$ cat config.mk
export PLATFORM = sky130hd
export DESIGN_NAME = serial_adc_output_formatter
export DESIGN_NICKNAME = d
export VERILOG_FILES = /design/src/fmt_pkg.sv /design/src/pn_bit_source.sv /design/src/serial_adc_output_formatter.sv /design/src/test_word_build.sv
export SDC_FILE = /design/constraint.sdc
export NUM_CORES = 1
export LEC_CHECK = 0
export BUFFER_PORTS_ARGS = -buffer_cell sky130_fd_sc_hd__buf_2
export CORE_UTILIZATION = 45
export DETAILED_ROUTE_END_ITERATION = 7
export HOLD_SLACK_MARGIN = 0.05
export PLACE_DENSITY = 0.63
export SYNTH_ARGS = -nofsm -noshare
export SYNTH_HDL_FRONTEND = slang
export SYNTH_SLANG_ARGS = --single-unit
$ cat constraint.sdc
create_clock -name core_clk -period 6.3 [get_ports core_clk]
set_input_delay 0.945 -clock core_clk [delete_from_list [all_inputs] [get_ports core_clk]]
set_output_delay 0.945 -clock core_clk [all_outputs]
set_load 0.05 [all_outputs]
$ cat src/fmt_pkg.sv
`default_nettype none
package fmt_pkg;
   localparam int LANES       = 8;  // converter channels, one lane each
   localparam int SAMPLE_BITS = 12; // converter resolution
   localparam int WORD_MAX    = 14; // widest serial word
   localparam int CNT_W       = 4;  // bit counter width

   // test-mode selector codes
   typedef enum logic [3:0] {
      TM_OFF      = 4'h0,
      TM_MID      = 4'h1,
      TM_POS      = 4'h2,
      TM_NEG      = 4'h3,
      TM_CHECK    = 4'h4,
      TM_PN_LONG  = 4'h5,
      TM_PN_SHORT = 4'h6,
      TM_WORD_TOG = 4'h7,
      TM_USER     = 4'h8,
      TM_BIT_TOG  = 4'h9,
      TM_SYNC     = 4'ha,
      TM_ONE_HIGH = 4'hb,
      TM_MIXED    = 4'hc
   } test_mode_t;

   // word length selector codes
   localparam logic [1:0] WL_12 = 2'h0;
   localparam logic [1:0] WL_8  = 2'h1;
   localparam logic [1:0] WL_10 = 2'h2;
   localparam logic [1:0] WL_14 = 2'h3;

   // register offsets and reset value
   localparam logic [7:0] REG_USER_ONE_LOW  = 8'h19;
   localparam logic [7:0] REG_USER_ONE_HIGH = 8'h1a;
   localparam logic [7:0] REG_USER_TWO_LOW  = 8'h1b;
   localparam logic [7:0] REG_USER_TWO_HIGH = 8'h1c;
   localparam logic [7:0] REG_RESET         = 8'h00;

   // pseudorandom generator seeds
   localparam logic [8:0]  PN_SHORT_SEED = 9'h0df;
   localparam logic [22:0] PN_LONG_SEED  = 23'h29b80a;

   // mixed-frequency words, right aligned
   localparam logic [13:0] MIX_8  = 14'h00a3;
   localparam logic [13:0] MIX_10 = 14'h0263;
   localparam logic [13:0] MIX_12 = 14'h0a33;
   localparam logic [13:0] MIX_14 = 14'h2867;

   // static configuration from on-chip logic
   typedef struct packed {
      test_mode_t test_mode;        // pattern selector
      logic       twos_comp;        // data format select
      logic       lsb_first;        // serial bit order
      logic [1:0] word_len;         // serial word length code
      logic       low_swing;        // reduced-swing request
      logic       clk_drive_double; // double clock-output drive
      logic [1:0] term_sel;         // output termination control
      logic       low_rate_pll;     // retune for slow sample clocks
   } cfg_t;

   // one converter sample per channel
   typedef struct packed {
      logic [LANES-1:0][SAMPLE_BITS-1:0] ch;
   } samples_t;
endpackage
`default_nettype wire

$ cat src/pn_bit_source.sv
`default_nettype none
module pn_bit_source (
   input  wire logic core_clk,
   input  wire logic rst,
   input  wire logic ce,
   input  wire logic step,
   input  wire logic long_sel,
   input  wire logic reseed,
   output var  logic pn_bit
);
   logic [8:0]  short_r;  // 9-stage generator
   logic [8:0]  short_nxt;
   logic [22:0] long_r;   // 23-stage generator
   logic [22:0] long_nxt;

   // advance one bit per serial bit; reload seeds while reseed is high
   always_comb begin
      short_nxt = short_r;
      long_nxt  = long_r;
      if (reseed) begin
         short_nxt = fmt_pkg::PN_SHORT_SEED;
         long_nxt  = fmt_pkg::PN_LONG_SEED;
      end else if (step) begin
         short_nxt = {short_r[7:0], short_r[8] ^ short_r[4]};
         long_nxt  = {long_r[21:0], long_r[22] ^ long_r[17]};
      end
      // long stream is inverted
      pn_bit = long_sel ? ~long_r[22] : short_r[8];
   end

   // state registers
   always_ff @(posedge core_clk) begin
      if (rst) begin
         short_r <= fmt_pkg::PN_SHORT_SEED;
         long_r  <= fmt_pkg::PN_LONG_SEED;
      end else if (ce) begin
         short_r <= short_nxt;
         long_r  <= long_nxt;
      end
   end
endmodule
`default_nettype wire

$ cat src/serial_adc_output_formatter.sv
// How it works
// - lvds by default, reduced swing on pin/config
// - clock drive doubling, termination bits override it
// - offset binary default, twos complement selectable
// - offset binary codes, bit 11 most significant
// - one lane per channel, twelve bits per sample
// - config option retunes pll for slow rates
// - bit clock six times sample, ddr data
// - frame clock marks each word start
// - selector zero passes converter data
// - midscale, ones, zeros words follow format
// - checkerboard alternates with its complement
// - ones word alternates with zeros word
// - user words alternate from register pairs
// - bit toggle and one-bit-high words repeat
// - sync and mixed-frequency words repeat
// - short pseudorandom 511 bits, seed 0x0df
// - long pseudorandom, seed 0x29b80a, inverted
// - msb first default, lsb first optional
// - 14-bit adds two zeros; 8/10 shorten
`default_nettype none
module serial_adc_output_formatter #(
   parameter int LANES = fmt_pkg::LANES
) (
   input  wire logic              core_clk,
   input  wire logic              rst,
   input  wire logic              ce,
   input  wire logic              sample_clk_pin,
   input  wire logic              serial_io_output_mode_pin,
   input  wire fmt_pkg::cfg_t     cfg,
   input  wire fmt_pkg::samples_t samples,
   input  wire logic              reg_wr_en,
   input  wire logic [7:0]        reg_addr,
   input  wire logic [7:0]        reg_wdata,
   output var  logic [7:0]        reg_rdata,
   output var  logic [LANES-1:0]  data_lanes_out,
   output var  logic              data_bit_clock_out,
   output var  logic              frame_clock_out,
   output var  logic              reduced_swing_out,
   output var  logic              clk_drive_double_out,
   output var  logic              pll_low_rate_out
);
   // lane count must match the sample carrier
   if (LANES != fmt_pkg::LANES) begin : g_check
      $error("lane count must equal the channel count");
   end

   // serializer states, gray along idle to send
   typedef enum logic [1:0] {
      ST_IDLE = 2'b00,
      ST_SEND = 2'b01
   } ser_state_t;

   // pin synchronisers
   logic clk_s1_r;     // sample clock, first stage
   logic clk_s2_r;     // sample clock, second stage
   logic clk_s3_r;     // previous synchronised level
   logic odm_s1_r;     // output-mode pin, first stage
   logic odm_s2_r;     // output-mode pin, second stage
   logic clk_s1_nxt;
   logic clk_s2_nxt;
   logic clk_s3_nxt;
   logic odm_s1_nxt;
   logic odm_s2_nxt;
   logic sample_edge;  // rising edge of the sample clock

   // next values of the synchronisers
   always_comb begin
      clk_s1_nxt  = sample_clk_pin;
      clk_s2_nxt  = clk_s1_r;
      clk_s3_nxt  = clk_s2_r;
      odm_s1_nxt  = serial_io_output_mode_pin;
      odm_s2_nxt  = odm_s1_r;
      sample_edge = clk_s2_r & ~clk_s3_r;
   end

   // synchroniser registers
   always_ff @(posedge core_clk) begin
      if (rst) begin
         clk_s1_r <= 1'b0;
         clk_s2_r <= 1'b0;
         clk_s3_r <= 1'b0;
         odm_s1_r <= 1'b0;
         odm_s2_r <= 1'b0;
      end else if (ce) begin
         clk_s1_r <= clk_s1_nxt;
         clk_s2_r <= clk_s2_nxt;
         clk_s3_r <= clk_s3_nxt;
         odm_s1_r <= odm_s1_nxt;
         odm_s2_r <= odm_s2_nxt;
      end
   end

   // user pattern registers
   logic [7:0] one_low_r;     // user word one, low byte
   logic [7:0] one_high_r;    // user word one, high byte
   logic [7:0] two_low_r;     // user word two, low byte
   logic [7:0] two_high_r;    // user word two, high byte
   logic [7:0] one_low_nxt;
   logic [7:0] one_high_nxt;
   logic [7:0] two_low_nxt;
   logic [7:0] two_high_nxt;
   logic [7:0] rdata_nxt;

   // write decode and read mux
   always_comb begin
      one_low_nxt  = one_low_r;
      one_high_nxt = one_high_r;
      two_low_nxt  = two_low_r;
      two_high_nxt = two_high_r;
      if (reg_wr_en) begin
         case (reg_addr)
            fmt_pkg::REG_USER_ONE_LOW:  one_low_nxt  = reg_wdata;
            fmt_pkg::REG_USER_ONE_HIGH: one_high_nxt = reg_wdata;
            fmt_pkg::REG_USER_TWO_LOW:  two_low_nxt  = reg_wdata;
            fmt_pkg::REG_USER_TWO_HIGH: two_high_nxt = reg_wdata;
            default:                    one_low_nxt  = one_low_r;
         endcase
      end
      // unmapped addresses read zero
      case (reg_addr)
         fmt_pkg::REG_USER_ONE_LOW:  rdata_nxt = one_low_r;
         fmt_pkg::REG_USER_ONE_HIGH: rdata_nxt = one_high_r;
         fmt_pkg::REG_USER_TWO_LOW:  rdata_nxt = two_low_r;
         fmt_pkg::REG_USER_TWO_HIGH: rdata_nxt = two_high_r;
         default:                    rdata_nxt = 8'h00;
      endcase
   end

   // register file
   always_ff @(posedge core_clk) begin
      if (rst) begin
         one_low_r  <= fmt_pkg::REG_RESET;
         one_high_r <= fmt_pkg::REG_RESET;
         two_low_r  <= fmt_pkg::REG_RESET;
         two_high_r <= fmt_pkg::REG_RESET;
         reg_rdata  <= 8'h00;
      end else if (ce) begin
         one_low_r  <= one_low_nxt;
         one_high_r <= one_high_nxt;
         two_low_r  <= two_low_nxt;
         two_high_r <= two_high_nxt;
         reg_rdata  <= rdata_nxt;
      end
   end

   // word builders, one per lane
   logic [LANES-1:0][13:0] built;   // candidate word per lane
   logic                   phase_r; // alternating-word phase, 0 = word one
   logic                   pn_bit;  // pseudorandom bit shared by lanes
   logic                   pn_mode; // a pseudorandom mode is selected
   ser_state_t             state_r;

   // same pattern source on every lane, only data differs
   for (genvar i = 0; i < LANES; i++) begin : g_lane
      test_word_build u_build (
         .cfg      (cfg),
         .phase    (phase_r),
         .user_one ({one_high_r, one_low_r}),
         .user_two ({two_high_r, two_low_r}),
         .sample   (samples.ch[i]),
         .word     (built[i])
      );
   end

   assign pn_mode = (cfg.test_mode == fmt_pkg::TM_PN_LONG)
                  | (cfg.test_mode == fmt_pkg::TM_PN_SHORT);

   // pseudorandom stream steps once per bit sent
   pn_bit_source u_pn (
      .core_clk (core_clk),
      .rst      (rst),
      .ce       (ce),
      .step     (state_r == ST_SEND),
      .long_sel (cfg.test_mode == fmt_pkg::TM_PN_LONG),
      .reseed   (!pn_mode),
      .pn_bit   (pn_bit)
   );

   // serializer
   logic [fmt_pkg::CNT_W-1:0] cnt_r;     // bits sent in this word
   logic [fmt_pkg::CNT_W-1:0] len_r;     // word length in bits
   logic                      lsb_r;     // bit order of this word
   logic                      pend_r;    // sample edge waiting for a frame
   logic [LANES-1:0][13:0]    word_r;    // words in flight
   ser_state_t                state_nxt;
   logic [fmt_pkg::CNT_W-1:0] cnt_nxt;
   logic [fmt_pkg::CNT_W-1:0] len_nxt;
   logic                      lsb_nxt;
   logic                      pend_nxt;
   logic                      phase_nxt;
   logic [LANES-1:0][13:0]    word_nxt;
   logic [LANES-1:0]          lanes_nxt;
   logic                      bclk_nxt;
   logic                      fclk_nxt;
   logic [fmt_pkg::CNT_W-1:0] new_len;   // length chosen by config
   logic [fmt_pkg::CNT_W-1:0] pos;       // bit index into the word
   logic                      start;     // load a new frame

   // frame sequencing, bit selection and output clocks
   always_comb begin
      state_nxt = state_r;
      cnt_nxt   = cnt_r;
      len_nxt   = len_r;
      lsb_nxt   = lsb_r;
      pend_nxt  = pend_r | sample_edge;
      phase_nxt = phase_r;
      word_nxt  = word_r;
      start     = 1'b0;
      // shorter or longer serial words
      case (cfg.word_len)
         fmt_pkg::WL_8:  new_len = 4'd8;
         fmt_pkg::WL_10: new_len = 4'd10;
         fmt_pkg::WL_14: new_len = 4'd14;
         default:        new_len = 4'd12;
      endcase
      case (state_r)
         ST_IDLE: begin
            // wait for the next sample clock
            if (pend_r | sample_edge) begin
               start = 1'b1;
            end
         end
         ST_SEND: begin
            if (cnt_r == len_r - 4'd1) begin
               // word done: chain straight on if a sample waits
               if (pend_r | sample_edge) begin
                  start = 1'b1;
               end else begin
                  state_nxt = ST_IDLE;
               end
            end else begin
               cnt_nxt = cnt_r + 4'd1;
            end
         end
         default: begin
            state_nxt = ST_IDLE;
         end
      endcase
      // words load only at a frame boundary, all lanes together
      if (start) begin
         state_nxt = ST_SEND;
         cnt_nxt   = '0;
         len_nxt   = new_len;
         lsb_nxt   = cfg.lsb_first;
         pend_nxt  = 1'b0;
         phase_nxt = ~phase_r;
         word_nxt  = built;
      end
      // msb sits at bit 13; lsb of an n-bit word at 14 - n
      if (lsb_r) begin
         pos = 4'd14 - len_r + cnt_r;
      end else begin
         pos = 4'd13 - cnt_r;
      end
      // one bit per bit-clock edge
      for (int i = 0; i < LANES; i++) begin
         if (state_r != ST_SEND) begin
            lanes_nxt[i] = 1'b0;
         end else if (pn_mode) begin
            lanes_nxt[i] = pn_bit;
         end else begin
            lanes_nxt[i] = word_r[i][pos];
         end
      end
      // bit clock toggles every bit: six cycles per 12-bit word
      bclk_nxt = (state_r == ST_SEND) ? ~data_bit_clock_out : 1'b0;
      // frame clock high over the first half of each word
      fclk_nxt = (state_r == ST_SEND) && (cnt_r < (len_r >> 1));
   end

   // serializer registers
   always_ff @(posedge core_clk) begin
      if (rst) begin
         state_r            <= ST_IDLE;
         cnt_r              <= '0;
         len_r              <= 4'd12;
         lsb_r              <= 1'b0;
         pend_r             <= 1'b0;
         phase_r            <= 1'b0;
         word_r             <= '0;
         data_lanes_out     <= '0;
         data_bit_clock_out <= 1'b0;
         frame_clock_out    <= 1'b0;
      end else if (ce) begin
         state_r            <= state_nxt;
         cnt_r              <= cnt_nxt;
         len_r              <= len_nxt;
         lsb_r              <= lsb_nxt;
         pend_r             <= pend_nxt;
         phase_r            <= phase_nxt;
         word_r             <= word_nxt;
         data_lanes_out     <= lanes_nxt;
         data_bit_clock_out <= bclk_nxt;
         frame_clock_out    <= fclk_nxt;
      end
   end

   // output driver controls
   logic swing_nxt;
   logic drive_nxt;
   logic pll_nxt;

   // driver mode decode
   always_comb begin
      swing_nxt = odm_s2_r | cfg.low_swing;
      drive_nxt = cfg.clk_drive_double & (cfg.term_sel == 2'b00);
      pll_nxt   = cfg.low_rate_pll;
   end

   // driver control registers, full lvds swing after reset
   always_ff @(posedge core_clk) begin
      if (rst) begin
         reduced_swing_out    <= 1'b0;
         clk_drive_double_out <= 1'b0;
         pll_low_rate_out     <= 1'b0;
      end else if (ce) begin
         reduced_swing_out    <= swing_nxt;
         clk_drive_double_out <= drive_nxt;
         pll_low_rate_out     <= pll_nxt;
      end
   end
endmodule
`default_nettype wire

$ cat src/test_word_build.sv
`default_nettype none
module test_word_build (
   input  wire fmt_pkg::cfg_t cfg,
   input  wire logic          phase,
   input  wire logic [15:0]   user_one,
   input  wire logic [15:0]   user_two,
   input  wire logic [11:0]   sample,
   output var  logic [13:0]   word
);
   logic [13:0] mask;   // left-aligned ones of word length
   logic [13:0] mix;    // mixed-frequency word, right aligned
   logic [3:0]  sh;     // left shift for alignment

   // build a left-aligned word; bit 13 is sent first in msb order
   always_comb begin
      case (cfg.word_len)
         fmt_pkg::WL_8:  begin sh = 4'd6; mix = fmt_pkg::MIX_8;  end
         fmt_pkg::WL_10: begin sh = 4'd4; mix = fmt_pkg::MIX_10; end
         fmt_pkg::WL_14: begin sh = 4'd0; mix = fmt_pkg::MIX_14; end
         default:        begin sh = 4'd2; mix = fmt_pkg::MIX_12; end
      endcase
      mask = 14'h3fff << sh;
      case (cfg.test_mode)
         fmt_pkg::TM_MID:      word = 14'h2000;
         fmt_pkg::TM_POS:      word = mask;
         fmt_pkg::TM_NEG:      word = 14'h0000;
         fmt_pkg::TM_CHECK:    word = (phase ? 14'h1555 : 14'h2aaa) & mask;
         fmt_pkg::TM_WORD_TOG: word = phase ? 14'h0000 : mask;
         fmt_pkg::TM_USER:     word = (phase ? user_two[15:2] : user_one[15:2]) & mask;
         fmt_pkg::TM_BIT_TOG:  word = 14'h2aaa & mask;
         fmt_pkg::TM_ONE_HIGH: word = 14'h2000;
         fmt_pkg::TM_SYNC:     word = (14'h3fff >> (4'he - ((4'he - sh) >> 1))) << sh;
         fmt_pkg::TM_MIXED:    word = mix << sh;
         default:              word = {sample, 2'b00};
      endcase
      // format select flips the sign bit for data and scale patterns
      if (cfg.twos_comp && (cfg.test_mode <= fmt_pkg::TM_NEG)) begin
         word[13] = ~word[13];
      end
   end
endmodule
`default_nettype wire
* Yosys cells after proc, flatten, opt, wreduce, memory -nomap -nowiden
Index checks and enable logic that the tools add are counted.
** Cells by class
- $add $sub $neg :: 7
- $lt $le $gt $ge :: 3
- Equality and inequality tests :: 27
- Shift operators :: 4
- Multiplexer cells :: 73
- Bitwise logic cells :: 21
- Reductions and logical operators :: 14
** Operators by type and width (count)
- one-hot mux 14 bit (9 select lines) :: 8
- 2-to-1 mux 23 bit :: 2
- 2-to-1 mux 14 bit :: 3
- one-hot mux 14 bit (3 select lines) :: 1
- 2-to-1 mux 1 bit :: 37
- binary-select mux 1 bit (select 4 bit) :: 8
- equality test 8 x 5 -> 1 bit (second input constant) :: 4
- one-hot mux 8 bit (4 select lines) :: 1
- bitwise AND 14 bit :: 2
- left shift 14 x 4 -> 14 bit :: 2
- equality test 4 bit (second input constant) :: 5
- 2-to-1 mux 9 bit :: 2
- one-hot mux 3 bit (3 select lines) :: 2
- equality test 4 x 3 -> 1 bit (second input constant) :: 4
- 2-to-1 mux 4 bit :: 4
- AND reduction 3 bit :: 5
- left shift 14 x 3 -> 14 bit (first input constant) :: 1
- >> shifter 14 x 4 -> 14 bit (first input constant) :: 1
- NOT 1 bit :: 12
- subtractor 4 bit (first input constant) :: 3
- equality test 4 x 2 -> 1 bit (second input constant) :: 2
- 2-to-1 mux 2 bit :: 3
- inequality test 3 bit (second input constant) :: 2
- < comparator 4 x 5 -> 1 bit (second input constant) :: 1
- other kinds (23) :: 34
** Storage, ports and cells
- Register bits :: 215
- Bits of input ports :: 131
- Output and inout port bits :: 21

* Longest topological paths before layout
- Word-level depth :: 9
- Depth in mapped cells :: 11

* By module
Synthesis repeated with hierarchy kept, for this count alone.
** Second synthesis, totals
- Cells, all modules :: 2540
- Area total of the unflattened synthesis :: 19645.1 um2
** By module, submodules not included
- serial_adc_output_formatter :: times used 1, cells an instance 941, area an instance 8071.5 um2, sequential area each 3603.5 um2
- test_word_build at g_lane[3].u_build ... :: times used 4, cells an instance 181, area an instance 1243.7 um2, sequential area each 0.0 um2
- test_word_build at g_lane[0].u_build ... :: times used 3, cells an instance 180, area an instance 1276.2 um2, sequential area each 0.0 um2
- pn_bit_source :: times used 1, cells an instance 145, area an instance 1476.4 um2, sequential area each 640.6 um2
- test_word_build at g_lane[7].u_build :: times used 1, cells an instance 190, area an instance 1293.7 um2, sequential area each 0.0 um2

* Least setup slack after synthesis
Ideal clock, no wire load.
- Path type :: reg-to-reg
- Start :: reg cnt_r[1] (netlist name)
- End :: reg data_lanes_out[0]
- Library setup time :: 0.136 ns
- Arrival :: 2.781 ns
- Required time :: 6.164 ns
- Setup slack :: 3.383 ns
- Stages on the path, launching flop included :: 12
- Buffers on the path :: 2
- Path through :: dfxtp_1 clkbuf_1 inv_1 ha_1 inv_1 fa_1 xnor2_1 mux2i_1 xor2_1 clkbuf_1 o221a_2 o32ai_1
** On the way
- Cells in the longest elaborated chain, start to end :: 6
- Elaborated cells between the ends (all ways) :: 7
** RTL lines
- from (decl) :: line serial_adc_output_formatter.sv:181 : logic [fmt_pkg::CNT_W-1:0] cnt_r;
- from (signal assigned) :: line serial_adc_output_formatter.sv:287 : cnt_r <= cnt_nxt;
- subtractor 4 bit or adder 4 bit (tied branches) :: line serial_adc_output_formatter.sv:254, serial_adc_output_formatter.sv:252
- 2-to-1 mux 4 bit * :: line serial_adc_output_formatter.sv:251 : if (lsb_r) begin
- binary-select mux 1 bit (select 4 bit) * :: line serial_adc_output_formatter.sv:263 : lanes_nxt[i] = word_r[i][pos];
- 2-to-1 mux 1 bit (not written as such) * :: line serial_adc_output_formatter.sv:263
- 2-to-1 mux 1 bit * :: line serial_adc_output_formatter.sv:260 : end else if (pn_mode) begin
- 2-to-1 mux 1 bit * :: line serial_adc_output_formatter.sv:258 : if (state_r != ST_SEND) begin
- to (signal assigned) :: line serial_adc_output_formatter.sv:293 : data_lanes_out <= lanes_nxt;
- to (decl) :: line serial_adc_output_formatter.sv:36 : output var logic [LANES-1:0] data_lanes_out,
Every way passes the cells marked *; elsewhere a longest branch is shown, timed or not. The select of a mux whose other input is x is not followed.
A chain may end at the register's enable or synchronous reset.

* Worst setup path after layout
- Start :: reg cnt_r[1] (netlist name)
- End :: reg word_r[11] (netlist name)
** On the way
- Cells in the longest elaborated chain, start to end :: 4
** RTL lines
- equality test 4 bit :: line serial_adc_output_formatter.sv:225 : if (cnt_r == len_r - 4'd1) begin
- 2-to-1 mux 1 bit :: line serial_adc_output_formatter.sv:225
- one-hot mux 1 bit (2 select lines) :: line serial_adc_output_formatter.sv:217 : case (state_r)
- AND reduction 2 bit (no line)
- to (signal assigned) :: line serial_adc_output_formatter.sv:292 : word_r <= word_nxt;
- to (decl) :: line serial_adc_output_formatter.sv:185 : logic [LANES-1:0][13:0] word_r;
No other way between the ends.

==> results by stage <==
Status:
- The run finished with clean final reports.

Logic synthesis:
- A synthesized cell averages 8.56 µm².
- After technology mapping, the gate count stands at between 1000 and 1500.
- The number of nets in the synthesized netlist is 1298.
- The number of different library cells in the post-synthesis netlist is 70.
- The number of synthesis warnings is 0.
- After Yosys synthesis, full adders, half adders and majority gates account for ~2.0% of the synthesized area.
- The register bit total from synthesis is between 150 and 200.
- The number of enable flip-flop cells after synthesis is 0.
- The largest family of logic cells by synthesized area is compound AO/OA/AOI/OAI gates.
- Of the post-synthesis cell area, the part taken by muxes is a little under a tenth.
- The complex-gate fraction of the synthesized area is a little under a quarter.
- The synthesized netlist devotes around 1.2% of its cell area to XOR and XNOR gates.
- Of the total synthesized cell area, the portion taken by AND, OR, NAND and NOR gates is between 10% and 20%.
- The predominant post-synthesis flop cell is dfxtp_1.
- The cell with the most instances after synthesis is dfxtp_1.
- The async set or reset register ratio after synthesis is 0%.
- Counting instances in the post-synthesis netlist gives the leading cell types as 198 x dfxtp_1, 173 x nor2_1, 169 x nand2_1.
- The synthesized netlist occupies a cell area of between 0.009 and 0.01 mm².
- The portion of the post-synthesis area used by sequential elements is between 40 and 50%.
- The cell type with the largest total area after synthesis is dfxtp_1.
- After synthesis, the cell types taking the most area are dfxtp_1 40%, a211oi_1 7.0%, mux2i_1 6.8%.
- The top-area cell type share of the netlist area is about two fifths.

Pwr:
- The power per cell area is approximately 240 mW/mm².
- The internal power of the cells totals a little under 2 mW.
- The standby leakage power is 4.27 nW.
- The switching power is 0.743 mW.
- In this run switching power makes up between 20% and 30% of total power.
- The combinational share of power is slightly above 10%.
- The largest vdd supply drop is roughly 0.18 mV.
- Of the total power, registers draw about half.
- The share of total power in the clock network is 41.6%.

Critical path:
- The critical path goes through inv_1 -> ha_1 -> nand2b_1 -> o31ai_4 -> nand2_1 -> a2111oi_4 -> a211oi_1.
- The highest-delay cell along the critical path is a2111oi_4.
- The number of cells on the worst reg-to-reg path is 7.
- The endpoint required time on the critical path is around 6.6 ns.
- For this run, the slowest stage of the critical path takes about 0.92 ns.
- The total stage count of the critical path is 7.
- The kind of cell with the highest combined delay on the critical path is compound AO/OA/AOI/OAI gates.
- The nature of the critical path startpoint is a flip-flop.
- The worst setup path category is reg2reg.
- Data on the critical path arrives at its endpoint at 4.06 ns.
- STA classifies the critical path endpoint as a flip-flop.
- The maximum fanout count along the critical path is 23.
- The number of buffers and inverters on the critical path is 1.

Clock tree:
- Once the clock tree was built, the resizer swapped 0 gates to a different size.
- Clock-pin slew was measured on the worst setup and hold paths at about 0.08 ns.
- The root buffer cell is clkbuf_16.
- No sink is reached through more buffers than the 2 on the longest clock path.
- The number of hold buffers added after cts is 0.
- The CTS tree is yes.
- At the later pin of the worst-skew pair, clock insertion delay measures roughly 0.45 ns.
- The H-tree generated during clock tree synthesis spans 4 levels.
- The CTS buffer count is 17.
- The number of setup buffers added after CTS is 0.
- The number of sinks driven by the clock tree is 198.

Cells and area:
- The net count of the finished layout is 1393.
- The filler cell count in the final layout is a little over 2000.
- Compared with the post-synthesis result, the final layout area differs by 14.7%.
- 0 antenna diodes ended up in the layout.
- The fraction of layout cells with a size suffix above 1 is 18.5%.

GRT:
- The leftover overflow at the end of global routing is 0.
- The global routing usage summed across all routing layers is around a quarter.
- Entering global routing, the biggest net connects 107 pins.
- The first global-routing pass estimated between 40000 and 50000 µm of wire.
- The number of antenna violations at the first check in global routing is 0.
- The number of global-route vias before repair came to 8163.
- The global routing met2 resource utilization is about 40%.
- Global routing consumed, on the met3 layer, around 4.7% of the routing resources.
- The layer with the highest usage is met2.
- The met1 track utilization from global routing is between 30% and 40%.

Detailed routing:
- The routed wirelength normalized by instance count is between 15 and 20 µm.
- For this block, the initial DRC count from the detailed router was approximately 690.
- The total wire length after detailed routing is just under 30000 µm.
- The count of TritonRoute iterations in the first routing pass is 5.
- The detail route stage leaves a number of antenna-violating nets equal to 0.
- Dividing the detail-routed via count by the number of cells gives 5.78.
- The DRC violations left is 0.
- The overall via count from detail_route is 8871.

Floorplanning:
- The starting utilization of the core area is 46.3%.
- The number of top-level pins is 152.
- After floorplanning, the core was sized to cover 0.0213 mm².
- In this run the vertical extent of the chip is around 150 µm.
- The row count is 53.
- In this run the horizontal extent of the chip is 150 µm.
- The die covers around 0.023 mm².

Timing:
- The pin slew with the least headroom to its limit is about 1.3 ns.
- Setup repair after global routing left no endpoint under its margin.
- The number of hold-slack violations in the final timing report came to 0.
- The relative slew slack is 15.4%.
- The max-slew violation count was 0.
- Hold timing on the final database bottoms out at a slack of around 0.47 ns.
- The worst path needs roughly 3.8 ns of the cycle, external delays included.
- The final clock period utilization by the worst path is between 50% and 60%.
- Clock skew on the completed layout was measured at 0.0170 ns.
- Summed over all failing endpoints, the final setup total negative slack is 0 ns.
- Based on the critical path, the design can be clocked at up to around 270 MHz.
- The final number of setup-violating endpoints is 0.

Placement:
- The count of buffers inserted at the top-level ports is 151.
- Detailed placement ended at an HPWL of about 20000 µm.
- The congestion estimate from routability-driven global placement came to 0.896.

Flow run:
- The number of maximum-capacitance constraint violations is 0.

Hold path:
- The min-delay analysis places its worst path in the category reg2reg.
- The number of stages on the worst hold path is 2.
-- worst paths after layout --
check,end,slack (ns),startpoint
max,word_r[11],2.53,cnt_r[1]
min,reg_rdata[6],0.47,two_low_r[6]
max reg2reg,word_r[11],2.53,cnt_r[1]
min reg2reg,reg_rdata[6],0.47,two_low_r[6]
-- final cells by class --
type,count,area (µm²),area share (%)
inverter,16,60.1,0.531
tap,275,344,3.04
sequential,198,3960,35.0
multi-input combinational,852,5480,48.4
clock buffer,17,425,3.76
clock inverter,15,185,1.64
timing repair buffer,162,857,7.58
-- routing by layer --
metal  wire length (µm)  up-vias
li1                   -     4354
met1              13400     4194
met2              13400      291
met3               1770       32
met4                525        0
met5                  0        -
-- layout by cell type (no fill, tap or decap), types with 12 or more instances in the layout --
cell type and count:
o22ai_1 12, dfxtp_1 198, buf_2 150, a22oi_1 49
a211oi_1 92, nand2_1 169, clkbuf_16 17, nand3_1 16
a21oi_1 46, o21ai_0 22, mux2i_1 67, inv_1 16
nor2_1 173, ha_1 14
-- flip-flops by register name, summed over array words and instances (netlist names), 2 cells and up --
name and cells:
cnt_r 4, one_low_r 8, u_pn.short_r 9, one_high_r 8, two_low_r 8, word_r 98
len_r 2, u_pn.long_r 23, reg_rdata 8, data_lanes_out 8, two_high_r 8
-- stage by stage --
| stage | cell area, µm² | setup WS (ns) | std cells | util [%] | total power, mW |
|---|---|---|---|---|---|
| 3_3_place_gp | 10700 | 2.70 | 1503 | 50.3 | 1.60 |
| 3_5_place_dp | 10700 | 2.58 | 1503 | 50.3 | 1.60 |
| 5_1_grt | 11300 | 2.28 | 1535 | 53.1 | 2.78 |
| 6_report | 11300 | 2.53 | 1535 | 53.1 | 2.69 |
| 2_1_floorplan | 9860 | 3.38 | 1152 | - | 1.50 |
| 4_1_cts | 11300 | 2.59 | 1535 | 53.1 | 2.71 |
-- worst register-to-register path: stages (launching register included) --
cell       delay (ns)
dfxtp_1          0.66
inv_1            0.10
ha_1             0.43
nand2b_1         0.28
o31ai_4          0.37
nand2_1          0.69
a2111oi_4        0.93
a211oi_1         0.17
-- cell families after synthesis --
group           after synthesis
compound gates              307
xor+xnor                     14
fa+ha+maj                    15
buf+inv                     102
flops                       198
mux                          81
simple gates                435
-- power groups by stage --
stage | logic, mW | clock network [mW] | registers, mW
after detailed placement | 0.275 | 0 | 1.32
after CTS | 0.276 | 1.13 | 1.30
final | 0.276 | 1.12 | 1.30
after global routing | 0.304 | 1.18 | 1.30
after floorplan | 0.176 | 0 | 1.32
after global placement | 0.273 | 0 | 1.32
Note: power is estimated with default switching activity, not from simulation.
